[src/inc/dst_params.svh]
// Register offsets, field positions and reset values of the stamping and pin block
`ifndef DST_PARAMS_SVH
`define DST_PARAMS_SVH
`define DST_OFF_FIFO_ROUTE 8'h00
`define DST_OFF_EVENT_ROUTE 8'h04
`define DST_OFF_SECOND_ROUTE 8'h08
`define DST_OFF_SECOND_EVENT 8'h0C
`define DST_OFF_STAMP_CFG 8'h10
`define DST_OFF_PIN_CFG 8'h14
`define DST_OFF_STATUS 8'h18
`define DST_FIFO_ROUTE_MASK 8'h7B
`define DST_ROUTE_RESET 8'h00
// Stamp configuration field positions
`define DST_BIT_LVL_A 0
`define DST_BIT_LVL_B 1
`define DST_BIT_XL_EXT 2
`define DST_BIT_AX_X 3
`define DST_BIT_AX_Y 4
`define DST_BIT_AX_Z 5
`define DST_BIT_SENSOR 6
`define DST_BIT_IN_POL 7
`define DST_STAMP_RESET 8'h38
// Pin configuration field positions
`define DST_BIT_PIN_POL 0
`define DST_BIT_PIN_OD 1
`define DST_BIT_PIN_EN 2
`define DST_PIN_RESET 8'h00
`define DST_RESP_OKAY 2'h0
`define DST_RESP_SLVERR 2'h2
`endif

[src/inc/dst_pkg.sv]
// Types shared by the stamping and pin block
package dst_pkg;
  typedef struct packed {
    logic [15:0] x;
    logic [15:0] y;
    logic [15:0] z;
  } dst_axes_t;
  typedef enum logic [1:0] {
    DST_OFF = 2'h0,
    DST_LEVEL = 2'h1,
    DST_LATCH = 2'h3
  } dst_mode_t;
endpackage : dst_pkg

[src/hw/dst_stamp_irq.sv]
// Data-enable stamping and interrupt pin routing with an AXI4-Lite register slave
//
// Operation
// - Level stamping when level_enable_a is 1 and level_enable_b is 0.
// - Level mode puts the active data-enable level into selected sample LSBs.
// - Data-enable is sampled just before each sample update; later changes wait.
// - Both enables set gives latched mode: LSB 1 only after a pulse.
// - Only axes whose select bit is 1 get stamped, on chosen sensor.
// - Sensor select 0 stamps gyroscope axes, 1 stamps accelerometer axes.
// - After reset all three gyroscope axes are selected.
// - Motion events come from accelerometer only; host keeps it active.
// - Under in-band interrupts the pins drive only when pin enable set.
// - Polarity 0 gives active-high pins, 1 gives active-low pins.
// - Drive type 0 is push-pull, 1 drives only the asserted state.
// - Two interrupt pins, each with its own pair of routing registers.
// - Routing bits reset to 0; a source reaches a pin only when set.
// - First-pin FIFO routing register layout; bits 7 and 2 read 0.
// - First-pin event routing register layout of eight event sources.
// - Every source routes independently; all but the first-pin FIFO sources stay readable as status.
// - Any stamping mode turns the second pin into the data-enable input.
// - Data-enable is active low unless input polarity bit is 1.
// - Stamping covers gyroscope only unless accel extension bit is 1.
// - Several routed sources drive the pin with their logical OR.
//
// Decided for this implementation: the AXI4-Lite slave port and the register addresses.
`timescale 1ns/10ps
`include "dst_params.svh"

module dst_stamp_irq
  import dst_pkg::*;
(
  input wire logic clock, // 100 MHz system clock
  input wire logic rst, // Asynchronous reset, active high
  input wire logic [7:0] s_axi_awaddr, // Write address
  input wire logic s_axi_awvalid, // Write address valid
  output logic s_axi_awready, // Write address ready
  input wire logic [31:0] s_axi_wdata, // Write data
  input wire logic [3:0] s_axi_wstrb, // Write byte strobes
  input wire logic s_axi_wvalid, // Write data valid
  output logic s_axi_wready, // Write data ready
  output logic [1:0] s_axi_bresp, // Write response
  output logic s_axi_bvalid, // Write response valid
  input wire logic s_axi_bready, // Write response ready
  input wire logic [7:0] s_axi_araddr, // Read address
  input wire logic s_axi_arvalid, // Read address valid
  output logic s_axi_arready, // Read address ready
  output logic [31:0] s_axi_rdata, // Read data
  output logic [1:0] s_axi_rresp, // Read response
  output logic s_axi_rvalid, // Read data valid
  input wire logic s_axi_rready, // Read data ready
  input wire logic gyro_update, // Pulse: gyroscope sample about to be written
  input wire logic accel_update, // Pulse: accelerometer sample about to be written
  input wire dst_axes_t gyro_raw, // Gyroscope sample before stamping
  input wire dst_axes_t accel_raw, // Accelerometer sample before stamping
  output dst_axes_t gyro_out, // Stamped gyroscope sample
  output dst_axes_t accel_out, // Stamped accelerometer sample
  input wire logic [7:0] fifo_srcs, // FIFO and data-ready sources, route layout
  input wire logic [7:0] event_srcs, // Accelerometer-derived event sources
  input wire logic [7:0] second_fifo_srcs, // Sources for second-pin FIFO routing
  input wire logic [7:0] second_event_srcs, // Sources for second-pin event routing
  input wire logic ibi_mode, // In-band interrupt bus is in use
  output logic first_irq_pin_o, // First pin output level
  output logic first_irq_pin_oe, // First pin output enable
  input wire logic second_irq_pin_i, // Second pin level from the pad
  output logic second_irq_pin_o, // Second pin output level
  output logic second_irq_pin_oe // Second pin output enable
);

  ////////////////////////////////////////////////////////////////////////
  // Registers
  logic [7:0] first_pin_fifo_drdy_route;
  logic [7:0] first_pin_event_route;
  logic [7:0] second_pin_fifo_route;
  logic [7:0] second_pin_event_route;
  logic [7:0] stamp_cfg;
  logic [7:0] pin_cfg;
  logic aw_held;
  logic w_held;
  logic [7:0] aw_addr;
  logic [31:0] w_data;
  logic [3:0] w_strb;
  logic den_sync_a;
  logic den_sync_b;
  logic den_prev;
  logic pulse_flag;
  logic gyro_stamp_bit;
  logic accel_stamp_bit;
  logic level_enable_a;
  logic level_enable_b;
  logic stamp_accel_extend;
  logic stamp_sensor_sel;
  logic stamp_input_polarity;
  logic [2:0] axis_sel;
  logic irq_pin_polarity;
  logic irq_pin_drive_type;
  logic pins_live;
  logic den_active;
  logic stamping_on;
  logic first_irq;
  logic second_irq;
  logic do_write;
  logic [2:0] input_age;
  logic den_fresh;
  dst_mode_t mode;

  // Field decode of the configuration registers
  assign level_enable_a = stamp_cfg[`DST_BIT_LVL_A];
  assign level_enable_b = stamp_cfg[`DST_BIT_LVL_B];
  assign stamp_accel_extend = stamp_cfg[`DST_BIT_XL_EXT];
  assign axis_sel = {stamp_cfg[`DST_BIT_AX_Z], stamp_cfg[`DST_BIT_AX_Y], stamp_cfg[`DST_BIT_AX_X]};
  assign stamp_sensor_sel = stamp_cfg[`DST_BIT_SENSOR];
  assign stamp_input_polarity = stamp_cfg[`DST_BIT_IN_POL];
  assign irq_pin_polarity = pin_cfg[`DST_BIT_PIN_POL];
  assign irq_pin_drive_type = pin_cfg[`DST_BIT_PIN_OD];

  // Mode from the two enables; b set without a is treated as off
  always_comb begin
    if (level_enable_a && !level_enable_b) begin
      mode = DST_LEVEL;
    end else if (level_enable_a && level_enable_b) begin
      mode = DST_LATCH;
    end else begin
      mode = DST_OFF;
    end
  end
  assign stamping_on = (mode != DST_OFF);

  ////////////////////////////////////////////////////////////////////////
  // Stamp one sample; unselected axes pass untouched
  function automatic dst_axes_t stamp_axes(input dst_axes_t raw, input logic [2:0] sel, input logic bit_in,
                                           input logic en);
    dst_axes_t res;
    res = raw;
    if (en) begin
      if (sel[0]) res.x[0] = bit_in;
      if (sel[1]) res.y[0] = bit_in;
      if (sel[2]) res.z[0] = bit_in;
    end
    return res;
  endfunction : stamp_axes

  // One address decode for both bus sides, so writes and reads agree on the map
  function automatic logic reg_mapped(input logic [7:0] addr);
    logic hit;
    hit = 1'b0;
    unique case (addr)
      `DST_OFF_FIFO_ROUTE, `DST_OFF_EVENT_ROUTE, `DST_OFF_SECOND_ROUTE, `DST_OFF_SECOND_EVENT: hit = 1'b1;
      `DST_OFF_STAMP_CFG, `DST_OFF_PIN_CFG, `DST_OFF_STATUS: hit = 1'b1;
      default: hit = 1'b0;
    endcase
    return hit;
  endfunction : reg_mapped

  ////////////////////////////////////////////////////////////////////////
  // Data-enable pad sync; first stage feeds only the second
  always_ff @(posedge clock or posedge rst) begin
    if (rst) begin
      den_sync_a <= 1'b1;
      den_sync_b <= 1'b1;
    end else begin
      den_sync_a <= second_irq_pin_i;
      den_sync_b <= den_sync_a;
    end
  end

  // Active low unless the input polarity bit is set
  assign den_active = stamp_input_polarity ? den_sync_b : !den_sync_b;

  // Previous active state for pulse detection
  always_ff @(posedge clock or posedge rst) begin
    if (rst) begin
      den_prev <= 1'b0;
    end else begin
      den_prev <= den_active;
    end
  end

  // Pad age since it became an input; the sync stages still hold the level that
  // the block itself drove, so edges and levels count once fresh samples arrive
  always_ff @(posedge clock or posedge rst) begin
    if (rst) begin
      input_age <= 3'h0;
    end else begin
      input_age <= {input_age[1:0], stamping_on};
    end
  end
  assign den_fresh = &input_age;

  // Pulse flag: a pulse counts at its trailing edge; a new pulse wins over the clear
  // Edges during the pad handover are stale driven levels and are ignored
  always_ff @(posedge clock or posedge rst) begin
    if (rst) begin
      pulse_flag <= 1'b0;
    end else if (mode != DST_LATCH) begin
      pulse_flag <= 1'b0;
    end else if (den_fresh && den_prev && !den_active) begin
      pulse_flag <= 1'b1;
    end else if ((gyro_update && !stamp_sensor_sel) || (accel_update && stamp_sensor_sel)) begin
      pulse_flag <= 1'b0;
    end
  end

  // Stamp value frozen at the update instant; later changes wait a sample
  // Until fresh pad samples arrive the level counts as inactive
  always_comb begin
    gyro_stamp_bit = (mode == DST_LATCH) ? pulse_flag : (den_active && den_fresh);
    accel_stamp_bit = gyro_stamp_bit;
  end

  // Gyroscope output sample register
  always_ff @(posedge clock or posedge rst) begin
    if (rst) begin
      gyro_out <= '0;
    end else if (gyro_update) begin
      gyro_out <= stamp_axes(gyro_raw, axis_sel, gyro_stamp_bit, stamping_on && !stamp_sensor_sel);
    end
  end

  // Accelerometer samples only stamped when extension is on; host keeps rates aligned
  always_ff @(posedge clock or posedge rst) begin
    if (rst) begin
      accel_out <= '0;
    end else if (accel_update) begin
      accel_out <= stamp_axes(accel_raw, axis_sel, accel_stamp_bit,
                              stamping_on && stamp_sensor_sel && stamp_accel_extend);
    end
  end

  ////////////////////////////////////////////////////////////////////////
  // Pin routing: OR of routed sources; events are accelerometer-derived
  assign first_irq = |(first_pin_fifo_drdy_route & fifo_srcs) |
                     |(first_pin_event_route & event_srcs);
  assign second_irq = |(second_pin_fifo_route & second_fifo_srcs) |
                      |(second_pin_event_route & second_event_srcs);
  assign pins_live = !ibi_mode || pin_cfg[`DST_BIT_PIN_EN];

  // Pin drivers; open drain releases the idle level
  // The second pin stays released while it serves as the data-enable input
  always_comb begin
    first_irq_pin_o = first_irq ^ irq_pin_polarity;
    first_irq_pin_oe = pins_live && (!irq_pin_drive_type || first_irq);
    second_irq_pin_o = second_irq ^ irq_pin_polarity;
    second_irq_pin_oe = pins_live && !stamping_on && (!irq_pin_drive_type || second_irq);
  end

  ////////////////////////////////////////////////////////////////////////
  // AXI4-Lite write side: address and data taken in either order
  // Readies drop while a response waits, so one write at most is in flight
  assign s_axi_awready = !aw_held && !s_axi_bvalid;
  assign s_axi_wready = !w_held && !s_axi_bvalid;
  assign do_write = aw_held && w_held && !s_axi_bvalid;

  always_ff @(posedge clock or posedge rst) begin
    if (rst) begin
      aw_held <= 1'b0;
      w_held <= 1'b0;
      aw_addr <= 8'h00;
      w_data <= 32'h0000_0000;
      w_strb <= 4'h0;
    end else begin
      if (s_axi_awvalid && s_axi_awready) begin
        aw_held <= 1'b1;
        aw_addr <= s_axi_awaddr;
      end else if (do_write) begin
        aw_held <= 1'b0;
      end
      if (s_axi_wvalid && s_axi_wready) begin
        w_held <= 1'b1;
        w_data <= s_axi_wdata;
        w_strb <= s_axi_wstrb;
      end else if (do_write) begin
        w_held <= 1'b0;
      end
    end
  end

  // Register writes; only byte lane 0 carries data
  // Status and unmapped offsets take no write; only unmapped ones answer SLVERR
  always_ff @(posedge clock or posedge rst) begin
    if (rst) begin
      first_pin_fifo_drdy_route <= `DST_ROUTE_RESET;
      first_pin_event_route <= `DST_ROUTE_RESET;
      second_pin_fifo_route <= `DST_ROUTE_RESET;
      second_pin_event_route <= `DST_ROUTE_RESET;
      stamp_cfg <= `DST_STAMP_RESET;
      pin_cfg <= `DST_PIN_RESET;
    end else if (do_write && w_strb[0]) begin
      unique case (aw_addr)
        `DST_OFF_FIFO_ROUTE: first_pin_fifo_drdy_route <= w_data[7:0] & `DST_FIFO_ROUTE_MASK;
        `DST_OFF_EVENT_ROUTE: first_pin_event_route <= w_data[7:0];
        `DST_OFF_SECOND_ROUTE: second_pin_fifo_route <= w_data[7:0];
        `DST_OFF_SECOND_EVENT: second_pin_event_route <= w_data[7:0];
        `DST_OFF_STAMP_CFG: stamp_cfg <= w_data[7:0];
        `DST_OFF_PIN_CFG: pin_cfg <= w_data[7:0];
        default: ;
      endcase
    end
  end

  // Write response; unmapped addresses answer SLVERR
  always_ff @(posedge clock or posedge rst) begin
    if (rst) begin
      s_axi_bvalid <= 1'b0;
      s_axi_bresp <= `DST_RESP_OKAY;
    end else if (do_write) begin
      s_axi_bvalid <= 1'b1;
      s_axi_bresp <= reg_mapped(aw_addr) ? `DST_RESP_OKAY : `DST_RESP_SLVERR;
    end else if (s_axi_bready) begin
      s_axi_bvalid <= 1'b0;
    end
  end

  ////////////////////////////////////////////////////////////////////////
  // Read side; status shows live sources, pin states and stamp flag
  assign s_axi_arready = !s_axi_rvalid;

  always_ff @(posedge clock or posedge rst) begin
    if (rst) begin
      s_axi_rvalid <= 1'b0;
      s_axi_rdata <= 32'h0000_0000;
      s_axi_rresp <= `DST_RESP_OKAY;
    end else if (s_axi_arvalid && s_axi_arready) begin
      s_axi_rvalid <= 1'b1;
      s_axi_rresp <= reg_mapped(s_axi_araddr) ? `DST_RESP_OKAY : `DST_RESP_SLVERR;
      unique case (s_axi_araddr)
        `DST_OFF_FIFO_ROUTE: s_axi_rdata <= {24'h000000, first_pin_fifo_drdy_route};
        `DST_OFF_EVENT_ROUTE: s_axi_rdata <= {24'h000000, first_pin_event_route};
        `DST_OFF_SECOND_ROUTE: s_axi_rdata <= {24'h000000, second_pin_fifo_route};
        `DST_OFF_SECOND_EVENT: s_axi_rdata <= {24'h000000, second_pin_event_route};
        `DST_OFF_STAMP_CFG: s_axi_rdata <= {24'h000000, stamp_cfg};
        `DST_OFF_PIN_CFG: s_axi_rdata <= {24'h000000, pin_cfg};
        `DST_OFF_STATUS: s_axi_rdata <= {4'h0, pulse_flag, second_irq, first_irq, den_active,
                                         second_event_srcs, second_fifo_srcs, event_srcs};
        default: begin
          s_axi_rdata <= 32'h0000_0000; // Unmapped reads return zero with an error
        end
      endcase
    end else if (s_axi_rready) begin
      s_axi_rvalid <= 1'b0;
    end
  end

endmodule : dst_stamp_irq

[config.mk]
export PLATFORM = sky130hd
export DESIGN_NAME = dst_stamp_irq
export DESIGN_NICKNAME = d
export VERILOG_FILES = /design/src/inc/dst_pkg.sv /design/src/hw/dst_stamp_irq.sv
export VERILOG_INCLUDE_DIRS = /design/src /design/src/inc
export SDC_FILE = /design/constraint.sdc
export NUM_CORES = 1
export LEC_CHECK = 0
export BUFFER_PORTS_ARGS = -buffer_cell sky130_fd_sc_hd__buf_4
export CAP_MARGIN = 15
export CORE_UTILIZATION = 43
export DETAILED_ROUTE_END_ITERATION = 12
export MAX_ROUTING_LAYER = met4
export PLACE_DENSITY = 0.83
export SYNTH_ARGS = -nofsm -noshare
export SYNTH_HDL_FRONTEND = slang
export SYNTH_SLANG_ARGS = --single-unit
[constraint.sdc]
create_clock -name clock -period 6.18 [get_ports clock]
set_input_delay 1.236 -clock clock [delete_from_list [all_inputs] [get_ports clock]]
set_output_delay 1.236 -clock clock [all_outputs]
set_load 0.01 [all_outputs]
==> results of run 1 <==
[how the worst min path moves through the flow]
| stage | start | end | depth (start not counted) |
|---|---|---|---|
| after floorplan | den_sync_a$_DFF_PP1_ | den_sync_b$_DFF_PP1_ | 0 |
| after global placement | den_sync_a$_DFF_PP1_ | den_sync_b$_DFF_PP1_ | 0 |
| after detailed placement | den_sync_a$_DFF_PP1_ | den_sync_b$_DFF_PP1_ | 0 |
| after CTS | den_sync_a$_DFF_PP1_ | den_sync_b$_DFF_PP1_ | 0 |
| after global routing | den_sync_a$_DFF_PP1_ | den_sync_b$_DFF_PP1_ | 0 |
| final | den_sync_a$_DFF_PP1_ | den_sync_b$_DFF_PP1_ | 0 |
[logic make-up after synthesis]
logic type / synth area share
muxes: 0.240
AOI/OAI and AO/OA: 0.0836
buffers and inverters: 0.0211
other: 0.000454
and+or+nand+nor: 0.0450
xor gates and xnor gates: 0.00318
DFF: 0.607
[power breakdown]
part,internal (mW),switching [mW]
combinational,0.374,0.283
clock,0.547,0.535
sequential,1.48,0.193
[sequential cells by signal, indices dropped and copies added, names as in the netlist, 3 cells and up]
| name | count |
|---|---|
| accel_out | 48 |
| aw_addr | 8 |
| first_pin_event_route | 8 |
| first_pin_fifo_drdy_route | 6 |
| gyro_out | 48 |
| input_age | 3 |
| pin_cfg | 8 |
| s_axi_rdata | 28 |
| second_pin_event_route | 8 |
| second_pin_fifo_route | 8 |
| stamp_cfg | 8 |
| w_data | 8 |
[synth_stat cells (2+ instances only)]
master and instances:
or2_2 2, clkbuf_1 16, dfrtp_1 195, nand2b_1 3, buf_4 6, nor3_1 2, a21boi_0 2, a21oi_1 7
dfstp_2 5, a32oi_1 2, buf_1 11, and3_1 4, nor4_1 3, and4_1 2, nor3_4 2, or3_1 2
a31oi_1 7, o21ai_0 15, a311oi_1 2, or4_4 2, a221oi_1 5, mux2_2 168, nor2b_1 8, nand2_1 15
a22oi_1 15, nor2_1 7, mux2i_1 9, a22o_1 27, o2bb2ai_1 5, and2_1 2, xnor2_1 3, nand3b_1 4
inv_1 6
[final cells by class]
| class | count | area (um^2) | area share |
|---|---|---|---|
| Inverter | 6 | 26.3 | 0.00234 |
| Sequential cell | 200 | 5010 | 0.445 |
| Multi-Input combinational cell | 341 | 3090 | 0.275 |
| Clock inverter | 13 | 140 | 0.0125 |
| Timing Repair Buffer | 298 | 2250 | 0.200 |
| Clock buffer | 18 | 439 | 0.0390 |
| Tap cell | 234 | 293 | 0.0260 |
[worst max-delay path, stage by stage]
cell     delay, ns
buf_4         0.12
a22oi_1       0.19
nand2_1       0.11
nor3_1        0.47
xnor2_1       0.19
buf_4         0.15
[metal layers]
metal	vias to the layer above	track usage	share of wire
met1	2990	0.285	0.42
met4	0	0.0704	0.021
li1	2680	-	-
met2	212	0.371	0.51
met3	32	0.0489	0.055
met5	-	-	0
[per-stage QoR]
| stage | area [um^2] | power [mW] | setup slack (ns) |
|---|---|---|---|
| 2_1_floorplan | 8280 | 1.99 | 2.36 |
| 3_3_place_gp | 10700 | 2.33 | 2.49 |
| 3_5_place_dp | 10700 | 2.36 | 2.46 |
| 4_1_cts | 11300 | 3.44 | 2.45 |
| 5_1_grt | 11300 | 3.57 | 2.38 |
| 6_report | 11300 | 3.41 | 2.47 |
==> summary.txt, run 1 <==
STA
  – Unrepaired setup endpoints after global routing: no
  – Min Hold Slack: 0.361 ns
  – Endpoints failing setup: 0
  – Setup Skew: 0.0103 ns
  – Final hold violations: 0
  – Minimum clock period: approximately 3.7 ns
  – Max_slew headroom: 0.254
  – Max-slew violation count: 0
  – Setup TNS: 0 ns
  – Fin crit share: 0.600
  – Fmax achieved: around 270 MHz
  – Worst Max-Slew Pin Slew: 1.11 ns

Synthesis
  – Avg Synthesized Cell Area: 14.3 um^2
  – Area leader, netlist: dfrtp_1
  – Unique cell type count in the Yosys netlist: 45
  – Ranking of synthesized cells by area: dfrtp_1, mux2_2, a22o_1, dfstp_2, a22oi_1
  – Ys async rst share: 1.00
  – Sequential cell area fraction in the yosys report: 0.607
  – Main synth FF type: dfrtp_1
  – Warnings, synthesis: 0
  – Synthesized flop and latch total: 200
  – Yosys top cell area share: 0.591
  – Post-Syn Instances: 576
  – Cell area after synthesis: about 8300 um^2
  – Post-synth EDFFs: 0

Worst setup path
  – Worst Reg2Reg Path Length in Cells: 4
  – CP Capture Type: primary output
  – WS Path Type: primary input to primary output
  – Worst Path Arrival: 2.47 ns
  – CP Max Fanout: 3
  – CP required: 4.94 ns
  – R2r endpoint: second_pin_fifo_route[2]$_DFFE_PP0P_
  – Crit path launch type: primary input
  – Reg2Reg Setup Slack: 3.75 ns
  – R2r startpoint: aw_addr[0]$_DFFE_PP0P_
  – Worst setup path end: first_irq_pin_o
  – Worst setup path startpoint: fifo_srcs[1]

Clocking
  – Number of buffers created by CTS: 17
  – Worst skew pair latency: 0.43 ns
  – H-tree depth: 4
  – CTS max path bufs: 2
  – Post-CTS sizing: 0
  – CTS tree: yes
  – Hold-fix buffers, CTS: 0
  – Sinks on Clock Net: 200
  – Clock transition at path regs: 0.07 ns
  – Post-CTS Setup Repair Bufs: 0
  – Root Driver: clkbuf_16

Layout
  – NumNets Final: 1055
  – Layout cells sized above 1: 0.583
  – Commonest non-fill, non-tap cell in the layout: buf_4
  – Cell Count, Final, Fillers Out: approximately 1.1k
  – ANT cells: 0
  – Fillers: 1527
  – Synth-to-layout area growth: 36.2%
  – Most frequent cells in the layout: buf_4, dfrtp_1, mux2_2
  – Fin util: 0.600

Detailed routing
  – Drt initial violations: 298
  – DR vias/cell: 5.33
  – Routed vias: 5914
  – Final wirelength: 21600 um
  – Final ANT Viol Nets: 0
  – Wirelength per Cell: 19.4 um
  – TritonRoute pass-1 iters: 5
  – DRC viols: 0

Power and ir drop
  – P_leak: 5.39 nW
  – Pwr dens: 303 nW/um^2
  – Peak VDD IR: approximately 0.18 mV

Floorplanning
  – Chip Height: about 140 um
  – Row count: 50
  – I/O pin cnt: 332
  – Initial core utilization: 0.440
  – Die X: 141 um
  – Die area: between 15000 and 20000 um^2
  – Core footprint: 18800 um^2

Placement
  – I/O Buffers: between 200 and 300
  – Routability Congestion: roughly 0.86
  – Placed insts: 1079
  – DP HPWL: 15800 um

GRT
  – Vias in the first global route: 6130
  – GRT overflow: 0
  – First-pass GRT wire length: 33300 um
  – Pin count of the biggest net entering global routing: 162
  – Global Route Usage Sum: 0.228
  – Initial antenna violation count: 0

Outcome
  – Status: finished, final reports clean

Min path
  – Hold Crit Class: register to register

Run
  – Max Cap Viol: 0
Note: power is estimated with default switching activity, not from simulation.
==> run 2, diff against run 1 <==
--- a/config.mk
+++ b/config.mk
@@ -6,12 +6,13 @@
 export SDC_FILE = /design/constraint.sdc
 export NUM_CORES = 1
 export LEC_CHECK = 0
+export ABC_AREA = 1
 export BUFFER_PORTS_ARGS = -buffer_cell sky130_fd_sc_hd__buf_4
 export CAP_MARGIN = 15
 export CORE_UTILIZATION = 43
 export DETAILED_ROUTE_END_ITERATION = 12
 export MAX_ROUTING_LAYER = met4
-export PLACE_DENSITY = 0.83
+export PLACE_DENSITY = 0.79
 export SYNTH_ARGS = -nofsm -noshare
 export SYNTH_HDL_FRONTEND = slang
 export SYNTH_SLANG_ARGS = --single-unit
==> constraint.sdc (replaced) <==
create_clock -name clock -period 3.8 [get_ports clock]
set_input_delay 0.76 -clock clock [delete_from_list [all_inputs] [get_ports clock]]
set_output_delay 0.76 -clock clock [all_outputs]
set_load 0.01 [all_outputs]
==> run 2 against run 1 <==
Worst setup slack got worse by 1.3 ns. Clock power increased by 70%. Die area increased by 6.2%. Sequential share of layout area decreased by 2.0 points. Hold slack got worse by 0.0022 ns. First-iteration DRC count increased by 110%. Critical path depth increased by 1. Flip-flop and latch count unchanged. Register-to-register slack got worse by 1.7 ns. Largest cell class unchanged. Largest power group unchanged.
==> summary.txt, run 2 <==
GRT
  – Initial antenna violation count: 2 (was 0)
  – Vias in the first global route: 6943 (was 6130)
  – Global Route Usage Sum: 0.231 (was 0.228)
  – Pin count of the biggest net entering global routing: 58 (was 162)
  – First-pass GRT wire length: 35700 um (was 33300 um)
  – GRT overflow: 0 (unchanged)

Clocking
  – CTS max path bufs: 2 (unchanged)
  – Post-CTS sizing: 0 (unchanged)
  – Number of buffers created by CTS: 17 (unchanged)
  – Clock transition at path regs: 0.07 ns (about the same)
  – Hold-fix buffers, CTS: 0 (unchanged)
  – CTS tree: yes (unchanged)
  – Sinks on Clock Net: 200 (unchanged)
  – Root Driver: clkbuf_16 (unchanged)
  – Post-CTS Setup Repair Bufs: 0 (unchanged)
  – Worst skew pair latency: 0.43 ns (about the same)
  – H-tree depth: 4 (unchanged)

Synthesis
  – Area leader, netlist: dfrtp_1 (unchanged)
  – Cell area after synthesis: 8780 um^2 (was 8260 um^2)
  – Post-Syn Instances: 1031 (was 576)
  – Unique cell type count in the Yosys netlist: 34 (was 45)
  – Ys async rst share: 1.00 (unchanged)
  – Top post-synthesis cells by count: nand2_1, dfrtp_1, inv_1 (was dfrtp_1, mux2_2, a22o_1)
  – Warnings, synthesis: 0 (unchanged)
  – Ranking of synthesized cells by area: dfrtp_1, nand2_1, nand3_1, o21ai_2, inv_1 (was dfrtp_1, mux2_2, a22o_1, dfstp_2, a22oi_1)
  – Sequential cell area fraction in the yosys report: 0.571 (was 0.607)
  – Main synth FF type: dfrtp_1 (unchanged)
  – Synthesized flop and latch total: 200 (unchanged)
  – Yosys top cell area share: 0.556 (was 0.591)
  – Post-synth EDFFs: 0 (unchanged)
  – Count leader, synth: nand2_1 (was dfrtp_1)
  – Avg Synthesized Cell Area: 8.52 um^2 (was 14.3 um^2)

Detailed routing
  – Routed vias: 7517 (was 5914)
  – Wirelength per Cell: 14.8 um (was 19.4 um)
  – DR vias/cell: 4.72 (was 5.33)
  – Final wirelength: 23600 um (was 21600 um)
  – DRC viols: 0 (unchanged)
  – Drt initial violations: 633 (was 298)
  – TritonRoute pass-1 iters: 5 (unchanged)
  – Final ANT Viol Nets: 0 (unchanged)

Worst setup path
  – Reg2Reg Setup Slack: 2.03 ns (was 3.75 ns)
  – WS Path Type: primary input to primary output (unchanged)
  – CP Max Fanout: 3 (unchanged)
  – R2r startpoint: s_axi_rvalid$_DFFE_PP0P_ (was aw_addr[0]$_DFFE_PP0P_)
  – Most frequent cell on the critical path: buf_4 (unchanged)
  – Worst Path Arrival: 1.90 ns (was 2.47 ns)
  – Max incr delay on CP: 0.33 ns (was 0.47 ns)
  – CP cell instances: buf_4 -> nand2_1 -> nand4_1 -> or2_2 -> nor2_1 -> a21oi_1 -> buf_4 (was buf_4 -> a22oi_1 -> nand2_1 -> nor3_1 -> xnor2_1 -> buf_4)
  – CP required: 3.04 ns (was 4.94 ns)
  – CP Capture Type: primary output (unchanged)
  – Worst Path Buf+Inv: 2 (unchanged)
  – Worst setup path startpoint: second_fifo_srcs[5] (was fifo_srcs[1])
  – Crit path launch type: primary input (unchanged)
  – CP top delay family: simple AND/OR/NAND/NOR gates (unchanged)
  – CP max stage cell: or2_2 (was nor3_1)

STA
  – Minimum clock period: 2.66 ns
  – Endpoints failing setup: 0 (unchanged)
  – Final hold violations: 0 (unchanged)
  – Worst Max-Slew Pin Slew: 0.895 ns (was 1.11 ns)
  – Max_slew headroom: 0.402 (was 0.254)
  – Max-slew violation count: 0 (unchanged)
  – Unrepaired setup endpoints after global routing: no (unchanged)
  – Setup TNS: 0 ns (unchanged)
  – Fin crit share: 0.701
  – Setup Skew: 0.00645 ns (was 0.0103 ns)
  – Fmax achieved: ~380 MHz

Floorplanning
  – Die X: 145 um (was 141 um)
  – Chip Height: 145 um (was 141 um)
  – Core footprint: 19700 um^2 (was 18800 um^2)
  – Initial core utilization: 0.445 (was 0.440)
  – I/O pin cnt: 332 (unchanged)
  – Row count: 51 (was 50)
  – Die area: 21000 um^2 (was 19800 um^2)

Layout
  – NumNets Final: 1503 (was 1055)
  – Regs by FF count: accel_out: 48 flops, gyro_out: 48 flops, s_axi_rdata: 28 flops (unchanged)
  – Commonest non-fill, non-tap cell in the layout: nand2_1 (was buf_4)
  – Most frequent cells in the layout: nand2_1, buf_4, dfrtp_1 (was buf_4, dfrtp_1, mux2_2)
  – Layout cells sized above 1: 0.320 (was 0.583)
  – Synth-to-layout area growth: 34.1% (was 36.2%)
  – Cell Count, Final, Fillers Out: 1592 (was 1110)
  – Final Instance Area: 11800 um^2 (was 11300 um^2)
  – Fin util: 0.597 (was 0.600)

Power and ir drop
  – P_leak: 6.33 nW (was 5.39 nW)
  – Pwr dens: 467 nW/um^2 (was 303 nW/um^2)
  – Peak VDD IR: 0.465 mV (was 0.185 mV)

Min path
  – Hold path start: den_sync_a$_DFF_PP1_ (unchanged)
  – Hold Crit Class: register to register (unchanged)

Placement
  – Routability Congestion: 0.903 (was 0.861)
  – Placed insts: 1558 (was 1079)
  – I/O Buffers: 296 (unchanged)
  – Placed Area: 11200 um^2 (was 10700 um^2)
  – DP HPWL: 17500 um (was 15800 um)

Outcome
  – Status: finished, final reports clean (unchanged)

Run
  – Max Cap Viol: 0 (unchanged)
==> run 2: cell types whose count changed in the layout (fill, tap and decap cells not counted), moves of 9 or more <==
cell     change
mux2i_1      -9
o21ai_1     +27
a22oi_1     -15
nand2_2     +15
o21ai_2     +26
nand2_1    +435
a22o_1      -27
inv_2       +12
inv_1       +53
a21oi_1     +18
mux2_2     -165
nand3_1     +54
nor2_1      +48
==> run 2: final cells by class <==
class                   count  area (um^2)
repair buffers            303         2310
multi-input cells         718         3240
clock buffers              18          439
inverters                  72          274
clock inverters            14          161
well taps                 265          332
fillers                  1753         7940
diodes                      2         5.00
flip-flops and latches    200         5010
==> run 2: power by group <==
| group | internal [mW] | total (mW) | leakage [nW] | switching (mW) |
|---|---|---|---|---|
| sequential | 2.37 | 2.53 | 2.54 | 0.166 |
| combinational | 0.458 | 1.12 | 3.51 | 0.665 |
| clock | 1.00 | 1.84 | 0.283 | 0.838 |
==> run 2: worst paths after layout <==
path	endpoint	depth (start not counted)
max	second_irq_pin_oe	7
min	den_sync_b$_DFF_PP1_	0
max reg2reg	s_axi_rdata[19]$_DFFE_PP0P_	7
min reg2reg	den_sync_b$_DFF_PP1_	0
max in group asynchronous	den_sync_a$_DFF_PP1_	3
min in group asynchronous	first_pin_fifo_drdy_route[3]$_DFFE_PP0P_	2
==> run 2: cell families after synthesis <==
| family | after synthesis | synth area share |
|---|---|---|
| buf+inv | 118 | 0.0624 |
| other cells | 1 | 0.000427 |
| mux | 3 | 0.00385 |
| xor+xnor | 2 | 0.00200 |
| flops | 200 | 0.571 |
| simple gates | 598 | 0.283 |
| compound gates | 109 | 0.0774 |
==> run 2: worst register-to-register path, cell delays in order, from the launching register on <==
cell and delay [ns]:
dfrtp_1 0.40, inv_2 0.07, nand2_1 0.04, buf_4 0.23
inv_2 0.18, nand3_1 0.33, buf_4 0.32, o21ai_1 0.13
==> run 2: metrics by stage <==
step / setup WS, ns / hold WS, ns / power (mW)
after CTS: 1.11 / 0.360 / 5.55
after floorplan: 0.456 / 0.345 / 3.16
after global placement: 1.16 / 0.349 / 3.67
final: 1.14 / 0.358 / 5.50
after global routing: 1.07 / 0.365 / 5.77
after detailed placement: 1.13 / 0.350 / 3.70
==> run 2: routing by layer <==
layer,GRT usage,share of wire,routed length [um]
met1,0.301,0.43,10100
met2,0.356,0.49,11500
met3,0.0461,0.061,1440
met4,0.0886,0.024,573
met5,-,0,0
==> run 3, diff against run 2 <==
--- a/config.mk
+++ b/config.mk
@@ -12,7 +12,7 @@
 export CORE_UTILIZATION = 43
 export DETAILED_ROUTE_END_ITERATION = 12
 export MAX_ROUTING_LAYER = met4
-export PLACE_DENSITY = 0.79
+export PLACE_DENSITY = 0.82
 export SYNTH_ARGS = -nofsm -noshare
 export SYNTH_HDL_FRONTEND = slang
 export SYNTH_SLANG_ARGS = --single-unit
==> constraint.sdc (replaced) <==
create_clock -name clock -period 2.45 [get_ports clock]
set_input_delay 0.49 -clock clock [delete_from_list [all_inputs] [get_ports clock]]
set_output_delay 0.49 -clock clock [all_outputs]
set_load 0.01 [all_outputs]
==> run 3 against run 2 <==
Clock-buffer cell count is the same. Largest cell class unchanged. Routed wire length up 0.22%. Global-route usage shrank 0.069 points. Clock power up 48%. Hold slack worse by 0.22 ns. Sequential power is 55% higher.
==> summary.txt, run 3 (same netlist as run 2, synthesis figures left out) <==
Outcome
  – Status: finished, final reports clean (unchanged)

Clocking
  – Post-CTS Setup Repair Bufs: 0 (unchanged)
  – H-tree depth: 4 (unchanged)
  – CTS tree: yes (unchanged)
  – Clock transition at path regs: 0.07 ns (about the same)
  – CTS max path bufs: 2 (unchanged)
  – Sinks on Clock Net: 200 (unchanged)
  – Worst skew pair latency: 0.42 ns (was 0.43 ns)
  – Number of buffers created by CTS: 17 (unchanged)
  – Root Driver: clkbuf_16 (unchanged)

Min path
  – Hold Crit Class: primary input to async pin (was register to register)

Detailed routing
  – Final wirelength: 23700 um (was 23600 um)
  – DRT met1 WL: 10300 um (was 10100 um)
  – Drt initial violations: 498 (was 633)
  – Routed vias: 7617 (was 7517)
  – DR top layer: met4 (unchanged)
  – TritonRoute pass-1 iters: 5 (unchanged)
  – Wirelength per Cell: 14.8 um (about the same)
  – Met3 routed WL: 1420 um (was 1440 um)
  – Met2 wire len: 11400 um (was 11500 um)
  – Final ANT Viol Nets: 0 (unchanged)
  – DRC viols: 0 (unchanged)
  – DR vias/cell: 4.77 (was 4.72)

Worst setup path
  – Max incr delay on CP: 0.38 ns (was 0.33 ns)
  – CP top delay family: simple AND/OR/NAND/NOR gates (unchanged)
  – CP Max Fanout: 3 (unchanged)
  – Stages on worst setup path: 7 (unchanged)
  – Crit path launch type: register (was primary input)
  – Worst Path Buf+Inv: 2 (unchanged)
  – Reg2Reg Setup Slack: 0.90 ns (was 2.03 ns)
  – R2r startpoint: s_axi_rvalid$_DFFE_PP0P_ (unchanged)
  – CP max stage cell: dfrtp_1 (was or2_2)
  – CP Capture Type: primary output (unchanged)
  – Worst Reg2Reg Path Length in Cells: 6 (was 7)
  – CP required: 1.96 ns (was 3.04 ns)
  – Worst Path Arrival: 1.77 ns (was 1.90 ns)
  – R2r endpoint: s_axi_rdata[11]$_DFFE_PP0P_ (was s_axi_rdata[19]$_DFFE_PP0P_)
  – CP cell instances: inv_1 -> o21ai_0 -> nor2_1 -> nand2_1 -> nor2_2 -> a21oi_1 -> buf_4 (was buf_4 -> nand2_1 -> nand4_1 -> or2_2 -> nor2_1 -> a21oi_1 -> buf_4)
  – WS Path Type: register to primary output (was primary input to primary output)

Power and ir drop
  – Pwr dens: 713 nW/um^2 (was 467 nW/um^2)
  – P_leak: 6.36 nW (was 6.33 nW)
  – Peak VDD IR: 0.542 mV (was 0.465 mV)
  – Pwr Total: 8.41 mW (was 5.50 mW)

Layout
  – Cell Count, Final, Fillers Out: 1597 (was 1592)
  – Fin util: 0.598 (was 0.597)
  – Regs by FF count: accel_out: 48 flops, gyro_out: 48 flops, s_axi_rdata: 28 flops (unchanged)
  – Final Instance Area: 11800 um^2 (about the same)
  – Commonest non-fill, non-tap cell in the layout: nand2_1 (unchanged)
  – Synth-to-layout area growth: 34.3% (was 34.1%)
  – Register area: 5010 um^2 (unchanged)
  – Fillers: 1716 (was 1753)
  – Layout cells sized above 1: 0.324 (was 0.320)
  – NumNets Final: 1509 (was 1503)
  – Most frequent cells in the layout: nand2_1, buf_4, dfrtp_1 (unchanged)
  – Multi-input gate area: 3240 um^2 (about the same)

Run
  – Max Cap Viol: 0 (unchanged)

Placement
  – Routability Congestion: 0.943 (was 0.903)
  – Placed insts: 1564 (was 1558)
  – DP HPWL: 17800 um (was 17500 um)
  – I/O Buffers: 296 (unchanged)
  – Placed Area: 11200 um^2 (about the same)
  – Place WS: 0.381 ns (was 1.13 ns)

STA
  – Max-slew violation count: 0 (unchanged)
  – Endpoints failing setup: 0 (unchanged)
  – Worst Max-Slew Pin Slew: 0.631 ns (was 0.895 ns)
  – Setup Skew: 0.00686 ns (was 0.00645 ns)
  – Fmax achieved: 442 MHz
  – Minimum clock period: 2.26 ns
  – Unrepaired setup endpoints after global routing: no (unchanged)
  – Final hold violations: 0 (unchanged)
  – PnR worst setup slack: 0.189 ns (was 1.14 ns)
  – Max_slew headroom: 0.577 (was 0.402)
  – Fin crit share: 0.923

GRT
  – Vias in the first global route: 7180 (was 6943)
  – Initial antenna violation count: 0 (was 2)
  – Pin count of the biggest net entering global routing: 65 (was 58)
  – Global Route Usage Sum: 0.230 (was 0.231)
  – GRT overflow: 0 (unchanged)
  – First-pass GRT wire length: 35700 um (about the same)

Floorplanning
  – Row count: 51 (unchanged)
  – Core footprint: 19700 um^2 (unchanged)
  – Die X: 145 um (unchanged)
  – Initial core utilization: 0.445 (unchanged)
  – Chip Height: 145 um (unchanged)
  – I/O pin cnt: 332 (unchanged)
  – Die area: 21000 um^2 (unchanged)
## run 3: metal layers
metal,vias to the layer above,global-route usage
li1,3779,-
met1,3554,0.299
met2,250,0.362
met3,34,0.0441
met4,0,0.0809
met5,-,-
## run 3: timing repair
action | in CTS | in global routing
hold buffers | 0 | 0
endpoints found under the setup margin | 0 | 2
resized for setup | 0 | 1
## run 3: worst reg2reg max path: cells and delay by family (launching register included)
kind	cells	cell delay, ns
buffers and inverters	3	0.55
AOI/OAI and AO/OA	1	0.16
DFF	1	0.39
and+or+nand+nor	2	0.37
## run 3: power by group
part / leakage [nW] / internal [mW] / total (mW) / switching, mW
clock: 0.282 / 1.38 / 2.72 / 1.34
combinational: 3.54 / 0.717 / 1.76 / 1.04
sequential: 2.54 / 3.67 / 3.93 / 0.262
## run 3: cell type report
type / count / share of cell area
sequential: 200 / 0.425
inverter: 72 / 0.0232
timing repair buffer: 309 / 0.200
multi-input combinational: 718 / 0.275
tap: 265 / 0.0281
antenna: 1 / 0.000212
clock inverter: 14 / 0.0115
clock buffer: 18 / 0.0372
## run 3: through the flow
| step | TNS, ns | hold slack, ns |
|---|---|---|
| final | 0 | 0.141 |
| after global routing | 0 | 0.153 |
| after CTS | 0 | 0.143 |
| after detailed placement | 0 | 0.351 |
| after global placement | 0 | 0.347 |
| after floorplan | -121.73 | 0.345 |
## run 3: how the worst max path moves through the flow
stage                                                startpoint                  endpoint  slack, ns
final                     second_pin_event_route[6]$_DFFE_PP0P_         second_irq_pin_oe       0.19
after detailed placement                    second_fifo_srcs[5]         second_irq_pin_oe       0.38
after global routing      second_pin_event_route[6]$_DFFE_PP0P_         second_irq_pin_oe       0.06
after floorplan                                             rst  accel_out[0]$_DFFE_PP0P_      -0.62
after global placement                      second_fifo_srcs[5]         second_irq_pin_oe       0.40
after CTS                  second_pin_fifo_route[6]$_DFFE_PP0P_         second_irq_pin_oe       0.10
